File: src/dpi_pkg.sv
// Purpose: shared constants and types for the dram pin interface
// Assumes: core clock clk at 250 MHz, synchronous active-low reset
// Notes: bus clock is derived from clk; edge select comes from a board pin
// What this block does
// - supports 8, 16, 32-bit DRAM, 512 Mbytes
// - two active-low row strobes, chip selects
// - four active-low column strobes, also byte masks
// - strobe 3 is lsb lane, 0 msb
// - write output low during write cycles
// - column command output driven from register
// - row command output driven from register
// - clock enable output driven from register
// - edge select high: change on rising
// - edge select low: change on falling
// - loop-back clock: change on its rising
// - bus clock is half, third, quarter
package dpi_pkg;
    localparam int ADDR_W          = 29;   // 512 Mbytes of byte address
    localparam int LANES           = 4;
    localparam logic [1:0] DIV_QUARTER = 2'h0;
    localparam logic [1:0] DIV_HALF    = 2'h2;
    localparam logic [1:0] DIV_THIRD   = 2'h3;
    localparam logic [1:0] PORT_32     = 2'h0;
    localparam logic [1:0] PORT_8      = 2'h1;
    localparam logic [1:0] PORT_16     = 2'h2;
    localparam logic [1:0] HALF_PER_Q  = 2'h2;  // core cycles per bus clock half
    localparam logic [1:0] HALF_LO_T   = 2'h1;  // third ratio: low half 1, high 2
    localparam logic [1:0] HALF_HI_T   = 2'h2;
    localparam logic [1:0] HALF_PER_H  = 2'h1;
    localparam logic [1:0] SYNC_SETTLE = 2'h2;  // edges out of reset before straps are read

    typedef enum logic [1:0] {
        EDGE_RISE,
        EDGE_FALL,
        EDGE_LOOP
    } dpi_edge_t;

    // one command word from the controller core
    typedef struct packed {
        logic       row_cmd_n;
        logic       col_cmd_n;
        logic       clk_en;
        logic       write_n;
        logic [1:0] block_sel_n;
        logic [3:0] lane_n;        // index 3 is the lsb lane
    } dpi_cmd_t;
endpackage

File: src/dpi_sync.sv
// Purpose: two flip-flop synchroniser for board inputs
// Assumes: inputs come from outside the clk domain
// Notes: only the second stage is read outside
`timescale 1ns/10ps
`default_nettype none
module dpi_sync (
    input  wire logic clk,
    input  wire logic rst_n,
    input  wire logic d,
    output logic      q
);
    typedef struct packed {
        logic s1;
        logic s2;
    } dpi_sync_state_t;

    dpi_sync_state_t st_reg;
    dpi_sync_state_t st_next;

    // first stage feeds only the second
    always_comb begin
        st_next    = st_reg;
        st_next.s1 = d;
        st_next.s2 = st_reg.s1;
    end

    always_ff @(posedge clk) begin
        if (!rst_n) begin
            st_reg <= '0;
        end else begin
            st_reg <= st_next;
        end
    end

    assign q = st_reg.s2;
endmodule
`default_nettype wire

File: src/dpi_top.sv
// Purpose: dram pin stage with bus clock and sdram edge select
// Assumes: cmd held by the core until cmd_taken; edge select is static except in loop mode, where it carries the loop clock
// Notes: pins update once per bus clock on the selected edge; the edge
//        mode is latched a few edges after reset and then held until the
//        next reset, so no command is taken in those first edges
`timescale 1ns/10ps
`default_nettype none
module dpi_top (
    input  wire logic            clk,
    input  wire logic            rst_n,
    input  wire logic [1:0]      div_sel,
    input  wire logic [1:0]      port_size,
    input  wire logic            sync_mode,
    input  wire logic            cmd_valid,
    input  wire dpi_pkg::dpi_cmd_t cmd,
    input  wire logic [dpi_pkg::ADDR_W-1:0] cmd_addr,
    input  wire logic            sdram_edge_select,
    input  wire logic            edge_loop_mode,
    output logic                 cmd_taken,
    output logic                 bus_clock_out,
    output logic [1:0]           row_strobe_n,
    output logic [3:0]           column_strobe_n,
    output logic                 column_strobe_lsb_lane,
    output logic                 column_strobe_msb_lane,
    output logic                 dram_write_n,
    output logic                 sdram_column_cmd_n,
    output logic                 sdram_row_cmd_n,
    output logic                 sdram_clock_enable,
    output logic [dpi_pkg::ADDR_W-1:0] dram_addr
);
    ////////////////////////////////////////////////////////////////////
    // timing in core cycles, for the half ratio and a rising update edge:
    //   c0  bus clock low, last core cycle of the low half, cmd_valid high
    //   c1  bus clock high, pins show the command, cmd_taken high
    //   c2  cmd_taken low again; the core drops or changes its command
    // falling mode takes the command at the last cycle of the high half.
    // loop mode takes it where the synchronised loop clock first reads
    // high, two to three core cycles after the board clock rose; that lag
    // is the price of sampling the loop clock like any other pin.
    // async dram always uses the rising edge, whatever the strap says.
    // the core must keep cmd_valid and cmd still until cmd_taken, and a
    // narrow port gets its unused lanes forced idle here, not in the core.

    ////////////////////////////////////////////////////////////////////
    // state
    typedef struct packed {
        logic [1:0]                 cnt;
        logic                       bclk;
        logic                       loop_prev;
        dpi_pkg::dpi_edge_t         mode;
        logic                       mode_ok;
        logic [1:0]                 settle;     // synchroniser flush count
        dpi_pkg::dpi_cmd_t          pins;
        logic [dpi_pkg::ADDR_W-1:0] addr;
        logic                       taken;
    } dpi_state_t;

    dpi_state_t st_reg;
    dpi_state_t st_next;
    logic       edge_pin_s;
    logic       loop_pin_s;
    logic [1:0] half_len;
    logic       bclk_rise;
    logic       bclk_fall;
    logic       upd;
    logic [3:0] lane_mask;
    logic [2:0] lanes_used;
    logic       half_end;
    logic       settled;
    // candidate pin words for a taken command and for an idle edge
    dpi_pkg::dpi_cmd_t pins_take;
    dpi_pkg::dpi_cmd_t pins_idle;

    ////////////////////////////////////////////////////////////////////
    // board inputs cross into clk via two flops
    dpi_sync u_edge_sync (
        .clk   (clk),
        .rst_n (rst_n),
        .d     (sdram_edge_select),
        .q     (edge_pin_s)
    );

    dpi_sync u_loop_sync (
        .clk   (clk),
        .rst_n (rst_n),
        .d     (edge_loop_mode),
        .q     (loop_pin_s)
    );

    ////////////////////////////////////////////////////////////////////
    // length of current bus clock half in core cycles
    always_comb begin
        if (div_sel == dpi_pkg::DIV_HALF) begin
            half_len = dpi_pkg::HALF_PER_H;
        end else if (div_sel == dpi_pkg::DIV_THIRD) begin
            half_len = st_reg.bclk ? dpi_pkg::HALF_HI_T : dpi_pkg::HALF_LO_T;
        end else begin
            half_len = dpi_pkg::HALF_PER_Q; // reserved code runs as quarter
        end
    end

    // last core cycle of the current half; the bus clock flips next edge
    assign half_end  = (st_reg.cnt == half_len - 2'h1);
    assign bclk_rise = half_end && !st_reg.bclk;
    assign bclk_fall = half_end && st_reg.bclk;

    ////////////////////////////////////////////////////////////////////
    // bytes the port carries; port size 3 is treated as a full width port
    always_comb begin
        lanes_used = 3'h4;
        if (port_size == dpi_pkg::PORT_8) begin
            lanes_used = 3'h1;
        end else if (port_size == dpi_pkg::PORT_16) begin
            lanes_used = 3'h2;
        end
    end

    // one enable per strobe; the lsb lane sits at index 3, so a narrow
    // port uses the top indices and leaves the msb lanes idle
    for (genvar g = 0; g < dpi_pkg::LANES; g++) begin : g_lane
        assign lane_mask[g] = (3'(dpi_pkg::LANES - 1 - g) < lanes_used);
    end

    ////////////////////////////////////////////////////////////////////
    // pin words for a taken command and for an idle update edge
    always_comb begin
        pins_take        = cmd;
        pins_take.lane_n = cmd.lane_n | ~lane_mask;
        // idle deselects every block but keeps clock enable, so a gap in
        // the command stream never wakes an sdram held in power-down
        pins_idle             = st_reg.pins;
        pins_idle.row_cmd_n   = 1'b1;
        pins_idle.col_cmd_n   = 1'b1;
        pins_idle.write_n     = 1'b1;
        pins_idle.block_sel_n = 2'h3;
        pins_idle.lane_n      = 4'hF;
    end

    ////////////////////////////////////////////////////////////////////
    // the synchronisers sit in reset with everything else, so the straps
    // only show at their outputs two edges after release; latching the
    // mode any earlier would read every strap as low and always pick the
    // falling edge, whatever the board does
    assign settled = (st_reg.settle == dpi_pkg::SYNC_SETTLE);

    ////////////////////////////////////////////////////////////////////
    // pick the update edge for the selected mode
    always_comb begin
        case (st_reg.mode)
            dpi_pkg::EDGE_RISE: upd = bclk_rise;
            dpi_pkg::EDGE_FALL: upd = bclk_fall;
            dpi_pkg::EDGE_LOOP: upd = edge_pin_s && !st_reg.loop_prev;
            default:            upd = bclk_rise;
        endcase
        // async dram strobes follow the bus clock rising edge always
        if (!sync_mode) begin
            upd = bclk_rise;
        end
    end

    ////////////////////////////////////////////////////////////////////
    // next state
    always_comb begin
        st_next           = st_reg;
        st_next.taken     = 1'b0;
        st_next.loop_prev = edge_pin_s;
        if (half_end) begin
            st_next.cnt  = 2'h0;
            st_next.bclk = !st_reg.bclk;
        end else begin
            st_next.cnt = st_reg.cnt + 2'h1;
        end
        // mode latched once the straps are through the synchronisers; no
        // command is taken before, and later strap changes wait for reset
        if (!st_reg.mode_ok) begin
            if (!settled) begin
                st_next.settle = st_reg.settle + 2'h1;
            end else begin
                st_next.mode_ok = 1'b1;
                if (loop_pin_s) begin
                    st_next.mode = dpi_pkg::EDGE_LOOP;
                end else if (edge_pin_s) begin
                    st_next.mode = dpi_pkg::EDGE_RISE;
                end else begin
                    st_next.mode = dpi_pkg::EDGE_FALL;
                end
            end
        end else if (upd) begin
            if (cmd_valid) begin
                st_next.pins  = pins_take;
                st_next.addr  = cmd_addr;
                st_next.taken = 1'b1;
            end else begin
                st_next.pins = pins_idle;
            end
        end
    end

    always_ff @(posedge clk) begin
        if (!rst_n) begin
            st_reg             <= '0;
            st_reg.mode        <= dpi_pkg::EDGE_RISE;
            st_reg.pins        <= '1;
            st_reg.pins.clk_en <= 1'b0;
        end else begin
            st_reg <= st_next;
        end
    end

    ////////////////////////////////////////////////////////////////////
    // outputs, all straight from flops
    assign cmd_taken              = st_reg.taken;
    assign bus_clock_out          = st_reg.bclk;
    assign row_strobe_n           = st_reg.pins.block_sel_n;
    assign column_strobe_n        = st_reg.pins.lane_n;
    assign column_strobe_lsb_lane = st_reg.pins.lane_n[3];
    assign column_strobe_msb_lane = st_reg.pins.lane_n[0];
    assign dram_write_n           = st_reg.pins.write_n;
    assign sdram_column_cmd_n     = st_reg.pins.col_cmd_n;
    assign sdram_row_cmd_n        = st_reg.pins.row_cmd_n;
    assign sdram_clock_enable     = st_reg.pins.clk_en;
    assign dram_addr              = st_reg.addr;
endmodule
`default_nettype wire

File: config.mk
export PLATFORM = sky130hd
export DESIGN_NAME = dpi_top
export DESIGN_NICKNAME = d
export VERILOG_FILES = /design/src/dpi_pkg.sv /design/src/dpi_sync.sv /design/src/dpi_top.sv
export SDC_FILE = /design/constraint.sdc
export NUM_CORES = 1
export LEC_CHECK = 0
export ABC_AREA = 1
export BUFFER_PORTS_ARGS = -buffer_cell sky130_fd_sc_hd__buf_2
export CORE_UTILIZATION = 35
export DETAILED_ROUTE_END_ITERATION = 10
export SLEW_MARGIN = 40
export SYNTH_ARGS = -nofsm -noshare
export SYNTH_HDL_FRONTEND = slang
export SYNTH_SLANG_ARGS = --single-unit
File: constraint.sdc
create_clock -name clk -period 1.6 [get_ports clk]
set_input_delay 0 -clock clk [delete_from_list [all_inputs] [get_ports clk]]
set_output_delay 0 -clock clk [all_outputs]
set_load 0.005 [all_outputs]
==> metrics.txt <==
status finished, violations left; failing checks negative setup slack; Mapped Cells between 300 and 400; count leader, synth nor2_1; Finish-stage setup viols 6; DRC 0; final wirelength 5.99 mm; Synth area leader dfxtp_1; commonest register cell after synthesis dfxtp_1; largest net degree at the start of global routing 32; Worst Setup Slack post-DPL slightly below 0.02 ns; crit-path max FO 7; CP Class flop to flop; vias in the first global route 2048; Final Hold Fails 0; Hold Crit Depth 5; area growth from synthesis to layout 26.8%; post-route minimum period roughly 1.6 ns; IO Port Bufs 91; Yosys Warn Count 0; H-Tree Depth 2; Detailed Place HPWL between 3 and 4 mm; CP Cell Sequence inv_2 -> ha_4 -> inv_2 -> nand3_2 -> inv_2 -> nand2_4 -> nand3_4 -> nor2_4 -> clkbuf_16 -> nor2_1 -> nor2_1; Antenna Nets Post-Route 0; startpoint types flop; Clock Tree Root clkbuf_8; CTS tree yes; Max Transition Viols Final 0; Leakage Power 1.72 nW; Die Height 88.6 um; gr ovfl total 0; Die Wd slightly below 90 um; Worst Path Required about 1.9 ns; Synth cell types 27; Fmax achieved slightly above 0.6 GHz; first-pass GRT wire length ~9.1 mm; Multi-input gate area around 1100 um2; Crit path arrival time between 1.5 and 2 ns; share of layout cells above drive strength 1 around 39%; Avg Cell Area, Syn about 7.4 um2; detailed router's first-iteration violation count between 80 and 90; Ant. Diodes 0; sequential area share after synthesis between 40% and 50%; placed cells about 500; Synth Register Bits between 50 and 60; EDFF count, synth 0; Initial Util a little over a third; number of nets in the layout 476; pwr dens ~1000 nW/um2; Netlist Area Pre-Place approximately 2600 um2; Sw Ratio about a third; fillers between 700 and 800; Slew HR between 70% and 80%; Clock Skew approximately 0.0045 ns; RSZ-0062 raised after global routing true; Synth async-reset ratio 0%; Mapped Nets between 400 and 500; Flop pwr share around 47%; post-route setup slack -0.00945 ns; clock sink count 53; post-synth top area share 40.4%; Clock power frac between 20% and 30%; top cells by area, synth dfxtp_1 (40%), nor2_1 (10%), buf_4 (10%), nand2_1 (7.6%), nand4_1 (7.4%); Pint approximately 2.3 mW; Sequential Area 1070 um2; synth cell count leaders nor2_1 (73), dfxtp_1 (53), nand2_1 (53); Reg clk slew, reported paths 0.09 ns; CP dominant cell by count inv_2; Max stage delay on crit path 0.38 ns; max reg flops 29; crit share post-route 101%; Die Footprint approximately 7800 um2; number of detailed-route iterations in the first pass 4; crit path capture type flop; transition time of the tightest slew-check pin 0.340 ns; Reg2Reg Depth 11; GP Congestion ~0.75; Total Routing Usage GR about 15%; core area 7250 um2; Hold Crit Class input pin to flop; Ports approximately 90; via/cell ratio ~4.4; Psw ~1.1 mW; Crit-path slowest cell dfxtp_4; deepest clock path buffer count 2; Clk Latency, worst-skew pair around 0.30 ns; max_cap viols 0; initial antenna violation count 0; Num CTS Buffers 5; Vias approximately 2300; Comb pwr share a little under a third; setup TNS -0.0370 ns; worst ir drop on vdd 0.000488 V; WL per Instance 11.5 um; final std cells w/o fill about 520; row cnt 31; flop-to-flop setup slack -0.009 ns
==> through the flow <==
step                      power [mW]  utilization, %  hold WS (ns)  cell area [um2]
after detailed placement        2.54            40.3         0.188             2930
after CTS                       3.31            43.0       0.00306             3120
final                           3.44            45.9        0.0177             3330
after global routing            3.70            45.9        0.0309             3330
after global placement          2.52            40.3         0.184             2930
after floorplan                 2.34               -        0.0976             2630
==> critical path, delay by kind of cell, from the launching register on <==
family                     cells  cell delay [ns]
and+or+nand+nor                6             0.57
DFF                            1             0.38
buffers and inverters          4             0.35
adders and majority gates      1             0.26
==> metal layers <==
metal  global-route usage (%)  wire length, um
met1                     18.0             2800
met2                     26.2             2820
met3                     3.82              324
met4                     3.52               42
met5                        0                0
==> cell type report <==
type,count,share of cell area (%)
clock buffers,6,2.18
clock inverters,2,0.301
inverters,52,5.94
multi-input cells,194,33.2
flip-flops and latches,53,32.2
well taps,99,3.72
repair buffers,116,22.4
==> worst paths after layout <==
| kind | from | end |
|---|---|---|
| setup / recovery | st_reg[43] | dram_addr[0] |
| hold / removal | cmd_addr[4] | dram_addr[4] |
| setup reg to reg | st_reg[43] | dram_addr[0] |
| hold reg to reg | u_edge_sync.st_next[0] | u_edge_sync.q |
==> kinds of logic after synthesis <==
family	Yosys count	share of synthesized area, %
flops	53	40.4
fa+ha+maj	5	2.38
buf+inv	106	21.9
simple gates	168	29.1
compound gates	21	6.20
==> power by group through the flow <==
stage	Sequential, mW	Combinational [mW]	Clock (mW)
CTS	1.60	0.943	0.772
finish	1.63	1.07	0.739
detailed placement	1.62	0.922	0
floorplan	1.61	0.729	0
global placement	1.62	0.902	0
global route	1.65	1.21	0.835
==> cells in the final DEF (no fill, tap or decap), types with 2 or more instances in the layout <==
cell type	n
buf_2	91
nor2_1	52
dfxtp_1	50
nand2_1	49
inv_1	46
nand4_1	31
nor2_2	19
dlygate4sd3_1	11
buf_4	8
a21oi_1	7
o211ai_2	7
nand2_2	5
clkbuf_8	5
inv_2	4
nor2_4	3
ha_1	3
dfxtp_4	3
buf_12	3
nand2_4	2
nand3_2	2
o21ai_1	2
o21ai_0	2
ha_4	2
clkinv_2	2
clkbuf_16	2
==> repair_timing <==
action                                  CTS  global route
endpoints found under the hold margin    11             0
endpoints found under the setup margin    3            34
hold buffers                             11             0
setup buffers                             0             3
resized for setup                         1            44
cloned                                    0             3
pin swaps                                 0            37
Note: power is estimated with default switching activity, not from simulation.
